--- config.mk ---
export PLATFORM = sky130hd
export DESIGN_NAME = psp_port
export DESIGN_NICKNAME = d
export VERILOG_FILES = /design/src/include/psp_pkg.sv /design/src/rtl/psp_port.sv
export SDC_FILE = /design/constraint.sdc
export NUM_CORES = 1
export LEC_CHECK = 0
export BUFFER_PORTS_ARGS = -buffer_cell sky130_fd_sc_hd__buf_2
export CAP_MARGIN = 20
export CORE_UTILIZATION = 48
export CTS_BUF_LIST = sky130_fd_sc_hd__clkbuf_4 sky130_fd_sc_hd__clkbuf_8
export DETAILED_ROUTE_END_ITERATION = 6
export GPL_TIMING_DRIVEN = 1
export PLACE_DENSITY = 0.88
export SYNTH_ARGS = -nofsm -noshare
export SYNTH_HDL_FRONTEND = slang
export SYNTH_SLANG_ARGS = --single-unit
--- constraint.sdc ---
create_clock -name mclk -period 4.2 [get_ports mclk]
set_input_delay 0.21 -clock mclk [delete_from_list [all_inputs] [get_ports mclk]]
set_output_delay 0.21 -clock mclk [all_outputs]
set_load 0.02 [all_outputs]
--- src/include/psp_pkg.sv ---
// package: register map, field positions, reset values and timing figures of the scanner port
package psp_pkg;
	// register indices; byte address is four times the index
	localparam logic [5:0] IDX_DATA = 6'h00;
	localparam logic [5:0] IDX_STATUS = 6'h01;
	localparam logic [5:0] IDX_CONTROL = 6'h02;
	localparam logic [5:0] IDX_CONFIG = 6'h03;
	localparam logic [5:0] IDX_EVT = 6'h04;
	localparam logic [5:0] IDX_MASK = 6'h05;
	// status fields
	localparam int ST_BUSY = 7;
	localparam int ST_ACK = 6;
	localparam int ST_FAULT = 5;
	localparam int ST_SEL = 4;
	localparam int ST_PERR = 3;
	localparam int ST_SCLK = 0;
	// control fields
	localparam int CT_HBUSY = 7;
	localparam int CT_IRQEN = 4;
	localparam int CT_BUFEN = 3;
	localparam int CT_INIT = 2;
	localparam int CT_DIR = 1;
	localparam int CT_STRB = 0;
	localparam logic [7:0] CT_SCAN_MASK = 8'h9f;
	localparam logic [7:0] CT_PRN_MASK = 8'h1f;
	// configuration fields
	localparam int CF_SCAN = 6;
	localparam int CF_IRQ_LO = 0;
	localparam int CF_IRQ_W = 2;
	localparam logic [7:0] CF_MASK = 8'h43;
	// event fields
	localparam int EV_ACK = 0;
	localparam int EV_SCLK = 1;
	localparam int EV_W = 2;
	// reset values
	localparam logic [7:0] CONTROL_RST = 8'h00;
	localparam logic [7:0] CONFIG_RST = 8'h00;
	localparam logic [7:0] DATA_RST = 8'h00;
	localparam logic [EV_W-1:0] MASK_RST = 2'h0;
	// software-timed figures, not enforced by hardware
	localparam int CLK_MHZ = 250;
	localparam real RESET_LOW_US = 100.0;
	localparam real STROBE_HIGH_US = 1.8;
	localparam real DATA_SETUP_US = 0.3;
	localparam int RESET_LOW_CYC = $rtoi($ceil(RESET_LOW_US * CLK_MHZ));
	localparam int STROBE_HIGH_CYC = $rtoi($ceil(STROBE_HIGH_US * CLK_MHZ));
	localparam int DATA_SETUP_CYC = $rtoi($ceil(DATA_SETUP_US * CLK_MHZ));
	typedef enum logic [1:0] {
		PSP_IDLE = 2'b00,
		PSP_ACK = 2'b01
	} psp_bus_t;
endpackage

--- src/rtl/psp_port.sv ---
// parallel scanner port: wishbone register file, pin drive and acknowledge interrupt
`timescale 1ns/10ps
// Summary of operation
// - configuration bit 6 selects scanner behaviour instead of printer behaviour
// - scanner mode: data writes drive the data pins while control bit 1 is 1, reads return received byte
// - status bit 7 reads 0 while scanner in print mode is busy
// - status bit 6 is 0 when scanner can take another character
// - status bit 5 follows the fault pin; 0 means scanner error
// - scanner mode: status bit 4 is 1 when scanner selected; bits 3 to 1 reserved
// - scanner mode: status bit 0 returns scanner clock input pin level without inversion
// - scanner mode: error pin becomes output driven by control bit 7, reset 0
// - control bit 4 enables interrupt on acknowledge deassertion; bits 6-5 reserved
// - control bit 3 drives the buffer enable pin; 1 disables transceiver
// - control bit 1 drives direction pin; 1 host to scanner
// - control bit 2 drives scanner reset; 0 resets; software holds 100 us
// - control bit 0 drives strobe; software holds 1.8 us after 0.3 us setup
// - port serves printer or scanner interface, never both at once
// - acknowledge interrupt goes out on the configured request line
module psp_port #(
	parameter int IRQ_LINES = 4
) (
	input wire logic mclk,
	input wire logic sys_rst,
	input wire logic wb_cyc_i,
	input wire logic wb_stb_i,
	input wire logic wb_we_i,
	input wire logic [7:0] wb_adr_i,
	input wire logic [3:0] wb_sel_i,
	input wire logic [31:0] wb_dat_i,
	output logic [31:0] wb_dat_o,
	output logic wb_ack_o,
	input wire logic [7:0] parallel_data_pins_i,
	output logic [7:0] parallel_data_pins_o,
	output logic parallel_data_pins_oe,
	input wire logic busy_pin_i,
	input wire logic ack_pin_i,
	input wire logic fault_pin_i,
	input wire logic select_pin_i,
	input wire logic scanner_clock_input_pin_i,
	input wire logic error_pin_i,
	output logic error_pin_o,
	output logic error_pin_oe,
	output logic data_clock_pulse_o,
	output logic init_pin_o,
	output logic buffer_enable_pin_o,
	output logic direction_pin_o,
	output logic [IRQ_LINES-1:0] irq_o
);
	import psp_pkg::*;

	initial begin
		if (IRQ_LINES < 1 || IRQ_LINES > (1 << CF_IRQ_W)) begin
			$error("psp_port: IRQ_LINES out of range");
		end
	end

	psp_bus_t bus_q;
	logic [7:0] data_q;
	logic [7:0] control_q;
	logic [7:0] config_q;
	logic [EV_W-1:0] evt_q;
	logic [EV_W-1:0] mask_q;
	logic ack_prev_q;
	logic sclk_prev_q;
	logic [31:0] rdat_q;
	logic scan_mode;
	logic req;
	logic wr_go;
	logic [5:0] idx;
	logic adr_ok;
	logic lane0;
	logic [7:0] status;
	logic [7:0] rd_byte;
	logic [EV_W-1:0] evt_set;
	logic [EV_W-1:0] evt_clr;
	logic irq_any;
	logic [CF_IRQ_W-1:0] irq_sel;

	assign scan_mode = config_q[CF_SCAN];
	assign req = wb_cyc_i & wb_stb_i;
	assign idx = wb_adr_i[7:2];
	assign adr_ok = (wb_adr_i[1:0] == 2'h0);
	assign lane0 = wb_sel_i[0];
	// the write lands on the edge that samples ack high
	assign wr_go = req & wb_we_i & (bus_q == PSP_ACK) & adr_ok & lane0;

	// bus handshake: one wait cycle, ack for one cycle, then dropped
	always_ff @(posedge mclk or posedge sys_rst) begin
		if (sys_rst) begin
			bus_q <= PSP_IDLE;
		end else begin
			case (bus_q)
				PSP_IDLE: begin
					if (req) begin
						bus_q <= PSP_ACK;
					end
				end
				PSP_ACK: begin
					bus_q <= PSP_IDLE;
				end
				default: begin
					bus_q <= PSP_IDLE;
				end
			endcase
		end
	end

	assign wb_ack_o = (bus_q == PSP_ACK);

	// status byte; printer mode puts the scanner clock pin on bit 4 and the inverted error pin on bit 3
	always_comb begin
		status = 8'h00;
		if (scan_mode) begin
			status[ST_BUSY] = busy_pin_i;
			status[ST_ACK] = ack_pin_i;
			status[ST_FAULT] = fault_pin_i;
			status[ST_SEL] = select_pin_i;
			status[ST_SCLK] = scanner_clock_input_pin_i;
		end else begin
			status[ST_BUSY] = busy_pin_i;
			status[ST_ACK] = ack_pin_i;
			status[ST_FAULT] = fault_pin_i;
			status[ST_SEL] = scanner_clock_input_pin_i;
			status[ST_PERR] = ~error_pin_i;
		end
	end

	always_comb begin
		rd_byte = 8'h00;
		if (adr_ok) begin
			case (idx)
				IDX_DATA: begin
					// scanner mode returns pin data, printer mode the last write
					rd_byte = scan_mode ? parallel_data_pins_i : data_q;
				end
				IDX_STATUS: begin
					rd_byte = status;
				end
				IDX_CONTROL: begin
					rd_byte = control_q;
				end
				IDX_CONFIG: begin
					rd_byte = config_q;
				end
				IDX_EVT: begin
					rd_byte = {{(8-EV_W){1'b0}}, evt_q};
				end
				IDX_MASK: begin
					rd_byte = {{(8-EV_W){1'b0}}, mask_q};
				end
				default: begin
					rd_byte = 8'h00;
				end
			endcase
		end
	end

	// read data captured in the request cycle, presented with ack
	always_ff @(posedge mclk or posedge sys_rst) begin
		if (sys_rst) begin
			rdat_q <= 32'h0;
		end else if (req && bus_q == PSP_IDLE && !wb_we_i) begin
			rdat_q <= {24'h0, rd_byte};
		end
	end

	assign wb_dat_o = rdat_q;

	always_ff @(posedge mclk or posedge sys_rst) begin
		if (sys_rst) begin
			data_q <= DATA_RST;
		end else if (wr_go && idx == IDX_DATA) begin
			data_q <= wb_dat_i[7:0];
		end
	end

	// reserved control bits stay 0; bit 7 exists only in scanner mode
	always_ff @(posedge mclk or posedge sys_rst) begin
		if (sys_rst) begin
			control_q <= CONTROL_RST;
		end else if (wr_go && idx == IDX_CONTROL) begin
			control_q <= wb_dat_i[7:0] & (scan_mode ? CT_SCAN_MASK : CT_PRN_MASK);
		end else if (!scan_mode) begin
			control_q[CT_HBUSY] <= 1'b0;
		end
	end

	always_ff @(posedge mclk or posedge sys_rst) begin
		if (sys_rst) begin
			config_q <= CONFIG_RST;
		end else if (wr_go && idx == IDX_CONFIG) begin
			config_q <= wb_dat_i[7:0] & CF_MASK;
		end
	end

	always_ff @(posedge mclk or posedge sys_rst) begin
		if (sys_rst) begin
			mask_q <= MASK_RST;
		end else if (wr_go && idx == IDX_MASK) begin
			mask_q <= wb_dat_i[EV_W-1:0];
		end
	end

	// edge history for the event detectors
	always_ff @(posedge mclk or posedge sys_rst) begin
		if (sys_rst) begin
			ack_prev_q <= 1'b0;
			sclk_prev_q <= 1'b0;
		end else begin
			ack_prev_q <= ack_pin_i;
			sclk_prev_q <= scanner_clock_input_pin_i;
		end
	end

	// acknowledge deassertion is a high-to-low step of the ack level
	assign evt_set[EV_ACK] = control_q[CT_IRQEN] & ack_prev_q & ~ack_pin_i;
	assign evt_set[EV_SCLK] = scan_mode & ~sclk_prev_q & scanner_clock_input_pin_i;
	assign evt_clr = (wr_go && idx == IDX_EVT) ? wb_dat_i[EV_W-1:0] : '0;

	// write one to clear; a new event in the same cycle wins
	always_ff @(posedge mclk or posedge sys_rst) begin
		if (sys_rst) begin
			evt_q <= '0;
		end else begin
			evt_q <= (evt_q & ~evt_clr) | evt_set;
		end
	end

	assign irq_any = |(evt_q & mask_q);
	assign irq_sel = config_q[CF_IRQ_LO +: CF_IRQ_W];

	// one level on the configured request line, others held low
	genvar gi;
	generate
		for (gi = 0; gi < IRQ_LINES; gi++) begin : g_irq
			assign irq_o[gi] = irq_any & (irq_sel == CF_IRQ_W'(gi));
		end
	endgenerate

	// pins follow the control bits as levels; pulse widths are left to software timing
	assign data_clock_pulse_o = control_q[CT_STRB];
	// scanner reset is active low on the bit; printer init is the inverted bit
	assign init_pin_o = scan_mode ? control_q[CT_INIT] : ~control_q[CT_INIT];
	assign buffer_enable_pin_o = control_q[CT_BUFEN];
	assign direction_pin_o = control_q[CT_DIR];
	assign parallel_data_pins_o = data_q;
	// printer mode always drives data; scanner mode only toward the scanner
	assign parallel_data_pins_oe = scan_mode ? control_q[CT_DIR] : 1'b1;
	assign error_pin_o = control_q[CT_HBUSY];
	assign error_pin_oe = scan_mode;
endmodule

Yosys cells after proc, flatten, opt, wreduce, memory -nomap -nowiden
Index checks and enable logic that the tools add are counted.

storage, ports and cells
  register bits after elaboration = 35
  input port bits = 63
  output and inout bits = 52

cells by class
  reduce and logical (&&, ||, !) cells = 13
  bitwise gates (word level) = 22
  multiplexer cells = 14
  equal/unequal tests = 11

operator list
  operator              count
  $pmux W8 S6           1
  $mux W8               3
  $and A1 B1 Y1         13
  $eq A6 B2 Y1 const B  2
  $eq A6 B3 Y1 const B  2
  $and A8 B8 Y8         1
  $logic_and A1 B1 Y1   7
  $mux W1               7
  $eq A6 B1 Y1 const B  1
  $logic_not A2 Y1      3
  $logic_not A6 Y1      1
  $mux W2               3
  $and A2 B2 Y2         2
  $eq A2 B1 Y1 const B  2
  $eq A2 B2 Y1 const B  2
  $not A1 Y1            4
  $ne A2 B1 Y1 const B  1
  $ne A2 B2 Y1 const B  1
  $not A2 Y2            1
  $or A2 B2 Y2          1
  $reduce_or A2 Y1      1
  $logic_not A1 Y1      1

Longest topological paths before layout
Gate-level depths: netlist of run 1.

  word-level depth = 10
  gate-level depth with buffers = 6
  gate-level depth less buffers = 4

Worst setup path before layout of run 1
Ideal clock, no wire load.

  path type = input to register
  start point = in wb_adr_i[1]
  end point = reg config_q[0]
  stages = 4
  path slack = 2.361 ns
  arrival time = 1.714 ns
  required time = 4.075 ns
  cells stage by stage = or4bb_2 nor2_1 and4_1 mux2_2

between the ends
  word-level cells in the longest chain between the ends = 4

ends and longest elaborated chain
  item                         line             source
  start, declared              psp_port.sv:27   input wire logic [7:0] wb_adr_i,
  $logic_not A2 Y1             psp_port.sv:82   assign adr_ok = (wb_adr_i[1:0] == 2'h0);
  $and A1 B1 Y1 (2 in series)  psp_port.sv:85   assign wr_go = req & wb_we_i & (bus_q == PSP_ACK) & adr_ok & lane0;
  $logic_and A1 B1 Y1          psp_port.sv:191  end else if (wr_go && idx == IDX_CONFIG) begin
  end signal, assigned         psp_port.sv:192  config_q <= wb_dat_i[7:0] & CF_MASK;
  end, declared                psp_port.sv:60   logic [7:0] config_q;

Every way passes these cells.
A chain may end at the register's enable or synchronous reset.

Worst setup path in the final report of run 1
  start point = in wb_adr_i[4]
  end point = reg data_q[4], in the netlist parallel_data_pins_o[4]

between the ends
  word-level cells in the longest chain between the ends = 2

ends and longest elaborated chain
  item                  line             source
  $logic_not A6 Y1      psp_port.sv:172  end else if (wr_go && idx == IDX_DATA) begin
  $logic_and A1 B1 Y1   psp_port.sv:172
  end signal, assigned  psp_port.sv:173  data_q <= wb_dat_i[7:0];
  end, declared         psp_port.sv:58   logic [7:0] data_q;

Every way passes these cells.

==> key figures, run 1 <==
Outcome
  – Status: complete, but fails checks
  – Violated checks: negative hold slack

Critical path
  – Worst setup EP type: register
  – Setup CP Type: primary input to register
  – Required @ worst endpoint: around 4.4 ns
  – Crit path DAT: 2.05 ns
  – Worst Setup Start Kind: primary input
  – R2R Setup Slk: between 2 and 2.5 ns
  – Max Fanout on Critical Path: 8
  – Worst R2R End: wb_dat_o[0]
  – Worst R2R Path Depth: 4
  – Worst R2R Start: config_q[6]

Timing
  – Period minus WS final: 1.88 ns
  – Worst rel slew slack: 57.5%
  – Final hold vios: 21
  – Worst setup margin: roughly 2.3 ns
  – RSZ-0062 raised after global routing: false
  – Hold_ws: -0.00855 ns
  – Final Max Slew Viols: 0
  – Final worst-path cycle share: 44.8%
  – Maximum operating frequency: 0.532 GHz
  – Final setup vio count: 0
  – Clock Skew: 0.00350 ns
  – Worst-Margin Slew: 0.637 ns
  – Sum Neg Setup Slack: 0 ns

Yosys
  – Syn Inst Count: 172
  – Top-count cell post-synth: dfrtp_1
  – Unique masters post-synth: 43
  – Commonest cells in the netlist: dfrtp_1, buf_4, mux2_2
  – Synthesized flop and latch total: 32
  – Synth top area share: 43.2%
  – Synthesized area per cell: 10.8 um2
  – Largest area contributor in the synthesized netlist: dfrtp_1
  – Post-synthesis async set-or-reset flop share: 100%
  – Syn Std Cell Area: around 0.0019 mm2
  – Top FF cell, synth: dfrtp_1
  – Yosys warns: 0
  – Post-synthesis sequential area ratio: 43.2%
  – Post-synth EDFFs: 0
  – Synth area leaders: dfrtp_1, mux2_2, buf_4

Floorplanning
  – Core footprint: 0.00369 mm2
  – Die height: approximately 64 um
  – Initial core utilization: 50.3%
  – Top Ports: roughly 120
  – Die Wd: 64.2 um
  – Site Rows: 22
  – Die area: 0.00412 mm2

Clock tree
  – Later-pin clock latency in the skew report: 0.29 ns
  – TritonCTS Sinks: 32
  – Setup Buffers After CTS: 0
  – CTS Hold Buffers Added: 0
  – Post-cts sizing count: 0
  – Root Buffer: clkbuf_8
  – CTS clk-pin slew, worst paths: 0.06 ns
  – H-Tree Depth: 2
  – Num CTS Buffers: 5
  – Largest buffer count on any clock path: 2
  – CTS tree: done

Placed design
  – Post-Place Setup Slack: 2.02 ns
  – I/O Buffers: 63
  – Post-DP HPWL: roughly 3.2 mm
  – RD Place Congestion: 0.868

Hold path
  – Worst min path class: primary input to async pin

Power
  – Pwr dens: 289 mW/mm2
  – Clock power share: 39.6%
  – Switching Fraction: 24.9%
  – Net Switching: 0.000159 W
  – Peak VDD IR: 0.000232 V
  – P_leak: 1.15 nW
  – Comb pwr share: 11.4%
  – Internal power: 0.000479 W
  – Seq pwr share: 49.0%

Finish
  – Share of layout cells above drive strength 1: 41.9%
  – N_diodes: 0
  – Fillers: 331
  – P&R area growth vs syn: 19.2%
  – Layout Nets: ~300
  – Footprint of the multi-input gates: 915 um2
  – FF/Latch Area: about 800 um2

Route
  – Antenna Nets Post-Route: 0
  – Final wirelength: 4.27 mm
  – Drt wl/cell: 15.0 um
  – DRC violations left: 0
  – Vias: 1,517
  – Initial detailed-routing violation count: 32
  – Detailed Routing Iterations Pass 1: 4
  – Vias per cell: about 5.3

GRT
  – Vias in the first global route: 1,371
  – Total track usage: 22.4%
  – Total grt overflow: 0
  – Largest net degree at the start of global routing: 33
  – Initial antenna violation count: 0
  – First-pass GRT wire length: 6.66 mm

Job
  – Max cap viols: 0
-- worst max path at each step --
stage	slack (ns)	from	to	depth (start not counted)
after floorplan	2.36	wb_adr_i[1]	config_q[0]	4
after global placement	2.08	wb_adr_i[4]	parallel_data_pins_o[5]	5
after detailed placement	2.02	wb_adr_i[4]	parallel_data_pins_o[4]	5
after CTS	2.34	wb_adr_i[4]	parallel_data_pins_o[4]	5
after global routing	2.23	wb_adr_i[4]	parallel_data_pins_o[6]	5
final	2.32	wb_adr_i[4]	parallel_data_pins_o[4]	5
-- placed cells by master (no fill, tap or decap), types with 2 or more instances in the layout --
cell / netlist / layout
buf_2: 0 / 63
dfrtp_1: 32 / 32
conb_1: 1 / 24
mux2_2: 21 / 21
nand2_1: 11 / 11
mux2i_1: 9 / 9
nor2_1: 7 / 7
clkbuf_8: 0 / 7
o21ai_0: 5 / 5
nor3_1: 4 / 4
inv_1: 4 / 4
a22oi_1: 4 / 4
a21oi_1: 4 / 4
a211oi_1: 3 / 3
nand3_1: 3 / 3
nand4_1: 3 / 3
nor2b_1: 2 / 2
o31ai_1: 2 / 2
nand2b_1: 2 / 2
a22o_1: 2 / 2
o2bb2ai_1: 2 / 2
nor3b_1: 2 / 2
-- final cells by class --
class,count,area share [%]
multi-input cells,129,41.4
flip-flops and latches,32,36.2
repair buffers,64,14.6
clock buffers,7,4.36
well taps,48,2.72
inverters,4,0.680
-- state kept, by name, indices dropped and copies added (netlist names) --
signal / flops
ack_prev_q: 1
wb_dat_o: 8
config_q: 3
mask_q: 2
bus_q: 1
control_q: 6
evt_q: 2
parallel_data_pins_o: 8
sclk_prev_q: 1
-- stage by stage --
| stage | cells | instance area, um2 | util (%) | power [W] |
|---|---|---|---|---|
| after floorplan | 195 | 1940 | - | 0.000379 |
| after global placement | 277 | 2110 | 57.3 | 0.000389 |
| after detailed placement | 277 | 2110 | 57.3 | 0.000390 |
| after CTS | 284 | 2210 | 59.9 | 0.000640 |
| after global routing | 284 | 2210 | 59.9 | 0.000663 |
| final | 284 | 2210 | 59.9 | 0.000638 |
-- worst max-delay path: stages --
cell     delay [ns]
buf_2          0.15
nor4_2         0.54
nand2_1        0.26
nor3_4         0.50
mux2_2         0.39
-- kinds of logic (layout without fill, tap and decap cells) --
logic type	count (synthesis)	in the layout	synth area share, %
other	1	24	0.202
muxes	30	30	17.6
DFF	32	32	43.2
and+or+nand+nor	47	47	16.1
xor gates and xnor gates	1	1	0.472
buffers and inverters	34	75	12.1
AOI/OAI and AO/OA	27	27	10.3
-- routing by layer --
metal  track usage [%]  share of wire, %
met4              13.1               2.5
met2              35.9                47
met1              27.9                42
met5                 0                 0
met3              4.82               8.5
-- power by group through the flow --
stage	combinational (W)	clock (W)	sequential, W
detailed placement	0.0000722	0	0.000318
finish	0.0000728	0.000252	0.000313
CTS	0.0000724	0.000255	0.000313
global route	0.0000798	0.000271	0.000313
floorplan	0.0000606	0	0.000319
global placement	0.0000708	0	0.000318
Note: power is estimated with default switching activity, not from simulation.
==> run 2, diff against run 1 <==
--- a/config.mk
+++ b/config.mk
@@ -5,13 +5,14 @@
 export SDC_FILE = /design/constraint.sdc
 export NUM_CORES = 1
 export LEC_CHECK = 0
+export ABC_AREA = 1
 export BUFFER_PORTS_ARGS = -buffer_cell sky130_fd_sc_hd__buf_2
 export CAP_MARGIN = 20
-export CORE_UTILIZATION = 48
+export CORE_UTILIZATION = 41
 export CTS_BUF_LIST = sky130_fd_sc_hd__clkbuf_4 sky130_fd_sc_hd__clkbuf_8
 export DETAILED_ROUTE_END_ITERATION = 6
 export GPL_TIMING_DRIVEN = 1
-export PLACE_DENSITY = 0.88
+export PLACE_DENSITY = 0.79
 export SYNTH_ARGS = -nofsm -noshare
 export SYNTH_HDL_FRONTEND = slang
 export SYNTH_SLANG_ARGS = --single-unit
==> constraint.sdc (replaced) <==
create_clock -name mclk -period 1.63 [get_ports mclk]
set_input_delay 0.0815 -clock mclk [delete_from_list [all_inputs] [get_ports mclk]]
set_output_delay 0.0815 -clock mclk [all_outputs]
set_load 0.02 [all_outputs]
==> run 2 against run 1 <==
Against the previous run:
- the run ends with design-rule violations left
- critical path depth fell by 2
- cell count is 34% higher
- via count rose by 18%
- global-route usage fell by 3.9 points
- clock skew decreased by 0.0010 ns
- die area grew 23%
- sequential power rose to 2.6 times the previous value
- worst hold slack better by 0.048 ns
- routed wire length is 0.70% higher
- area after synthesis increased by 5.7%
- register-to-register slack lost 2.2 ns
- critical endpoint is now parallel_data_pins_oe
- highest routed layer unchanged
==> key figures, run 2 <==
Outcome
  – Status: complete, but fails checks
  – Violated checks: design-rule violations

Clock tree
  – Setup Buffers After CTS: 0
  – TritonCTS Sinks: 32
  – Largest buffer count on any clock path: 2
  – Num CTS Buffers: 5
  – CTS tree: done
  – Root Buffer: clkbuf_8
  – H-Tree Depth: 2
  – CTS clk-pin slew, worst paths: 0.06 ns
  – Later-pin clock latency in the skew report: 0.28 ns

Timing
  – Period minus WS final: about 1.5 ns
  – Worst setup margin: about 0.17 ns
  – Final worst-path cycle share: around 90%
  – Final Max Slew Viols: 0
  – Maximum operating frequency: 0.684 GHz
  – Final setup vio count: 0
  – Final hold vios: 0
  – Sum Neg Setup Slack: 0 ns
  – Clock Skew: 0.00250 ns
  – RSZ-0062 raised after global routing: false

Finish
  – Footprint of the multi-input gates: 925 um2
  – FF/Latch Area: 801 um2
  – Commonest cells after routing, fill and taps aside: nand2_1, buf_2, dfrtp_1
  – P&R area growth vs syn: 20.2%
  – N_diodes: 0
  – Share of layout cells above drive strength 1: 30.4%
  – Fillers: 447
  – Commonest non-fill, non-tap cell in the layout: nand2_1
  – Layout Nets: 392

Hold path
  – Hold path cells: 3
  – Hold Path Sink: parallel_data_pins_o[5]
  – Hold Crit Start: wb_dat_i[5]
  – Worst min path class: primary input to register

Yosys
  – Synth top area share: 40.8%
  – Post-synthesis sequential area ratio: 40.8%
  – Synth area leaders: dfrtp_1, nand2_1, buf_4
  – Synthesized area per cell: 7.57 um2
  – Post-synth EDFFs: 0
  – Top-count cell post-synth: nand2_1
  – Syn Std Cell Area: 0.00196 mm2
  – Top FF cell, synth: dfrtp_1
  – Unique masters post-synth: 25
  – Synthesized flop and latch total: 32
  – Largest area contributor in the synthesized netlist: dfrtp_1
  – Post-synthesis async set-or-reset flop share: 100%
  – Syn Inst Count: ~260
  – Commonest cells in the netlist: nand2_1, dfrtp_1, inv_1
  – Yosys warns: 0

Critical path
  – Max incr delay on CP: around 0.41 ns
  – Worst Setup Start Kind: register
  – CP Cell Sequence: inv_1, or2_2, buf_2
  – Setup CP Type: register to primary output
  – R2R Setup Slk: 0.21 ns
  – Worst setup EP type: primary output
  – Required @ worst endpoint: 1.55 ns
  – Crit path DAT: 1.38 ns
  – Worst R2R End: control_q[1]
  – Worst R2R Path Depth: 5
  – Worst R2R Start: bus_q[0]
  – Crit path max-delay cell type: dfrtp_1
  – Max Fanout on Critical Path: 11

Route
  – Top routing layer in use: met4
  – Detailed Routing Iterations Pass 1: 7
  – Drt wl/cell: approximately 11 um
  – WL met3: between 300 and 400 um
  – Wire length on met2: 2.08 mm
  – M1 WL: roughly 1.9 mm
  – Final wirelength: 4.30 mm
  – Initial detailed-routing violation count: 101
  – Vias: 1,786
  – Antenna Nets Post-Route: 0
  – DRC violations left: 18
  – Vias per cell: 4.69

Floorplanning
  – Die area: 0.00506 mm2
  – Top Ports: 115
  – Die height: around 70 um
  – Site Rows: 24
  – Initial core utilization: 43.8%
  – Die Wd: 71.2 um
  – Core footprint: 0.00447 mm2

Placed design
  – RD Place Congestion: 0.862
  – I/O Buffers: 63
  – Post-Place Setup Slack: around 0.20 ns
  – Post-DP HPWL: 3.36 mm

Job
  – Max cap viols: 0

GRT
  – Total track usage: 18.6%
  – Largest net degree at the start of global routing: 33
  – Vias in the first global route: 1,665
  – Initial antenna violation count: 0
  – First-pass GRT wire length: roughly 7.3 mm
  – Total grt overflow: 0

Power
  – Pwr dens: about 690 mW/mm2
  – Peak VDD IR: 0.000448 V
  – P_leak: 1.38 nW
run 2: changes by cell type after synthesis, moves of 9 or more:
cell	delta
inv_1	+22
mux2_2	-21
mux2i_1	-9
nand2_1	+79
o21ai_0	+10
o21ai_2	+12
run 2: worst max-delay path by stage:
stage	slack [ns]	start	depth (start not counted)	endpoint
2_1_floorplan	0.28	bus_q[0]	6	parallel_data_pins_o[6]
3_3_place_gp	0.23	bus_q[0]	5	control_q[3]
5_1_grt	0.11	config_q[6]	3	parallel_data_pins_oe
6_report	0.17	config_q[6]	3	parallel_data_pins_oe
3_5_place_dp	0.20	bus_q[0]	5	control_q[1]
4_1_cts	0.17	config_q[6]	3	parallel_data_pins_oe
run 2: report_power, final:
part	total (W)	internal [W]	leakage, nW	switching, W
sequential	0.000803	0.000800	0.442	0.00000277
combinational	0.000181	0.0000511	0.884	0.000130
clock	0.000644	0.000375	0.0503	0.000269
total	0.00163	0.00123	1.38	0.000401
run 2: repair_timing:
| action | CTS | global route |
|---|---|---|
| endpoints found under the hold margin | 34 | 0 |
| gates resized for setup | 0 | 0 |
| hold buffers | 3 | 0 |
run 2: kinds of logic after synthesis:
family	Yosys count	synth area share [%]
DFF	32	40.8
buffers and inverters	57	16.4
AOI/OAI and AO/OA	32	11.1
other	1	0.191
xor gates and xnor gates	1	0.447
and+or+nand+nor	136	31.0
run 2: final cells by class:
type / instances / share of cell area (%)
Timing Repair Buffer: 68 / 15.3
Clock buffer: 7 / 4.09
Tap cell: 52 / 2.76
Sequential cell: 32 / 34.0
Inverter: 29 / 4.62
Multi-Input combinational cell: 193 / 39.2
run 2: critical path, delay by kind of cell, from the launching register on:
family	cells	cell delay (ns)
buf+inv	2	0.37
simple gates	1	0.33
flops	1	0.41
run 2: stage by stage:
| step | utilization [%] | cells | cell area (um2) | hold WS, ns | power, W |
|---|---|---|---|---|---|
| final | 52.7 | 381 | 2360 | 0.0394 | 0.00163 |
| after global routing | 52.7 | 381 | 2360 | 0.0532 | 0.00171 |
| after CTS | 52.7 | 381 | 2360 | 0.0319 | 0.00165 |
| after detailed placement | 49.8 | 371 | 2230 | 0.182 | 0.000993 |
| after global placement | 49.8 | 371 | 2230 | 0.181 | 0.000991 |
| after floorplan | - | 282 | 2050 | 0.113 | 0.000970 |
run 2: layer usage:
layer | global-route usage, % | up-vias
met5 | 0 | -
met2 | 31.4 | 79
met3 | 6.13 | 5
met1 | 22.8 | 798
met4 | 4.89 | 0
li1 | - | 904
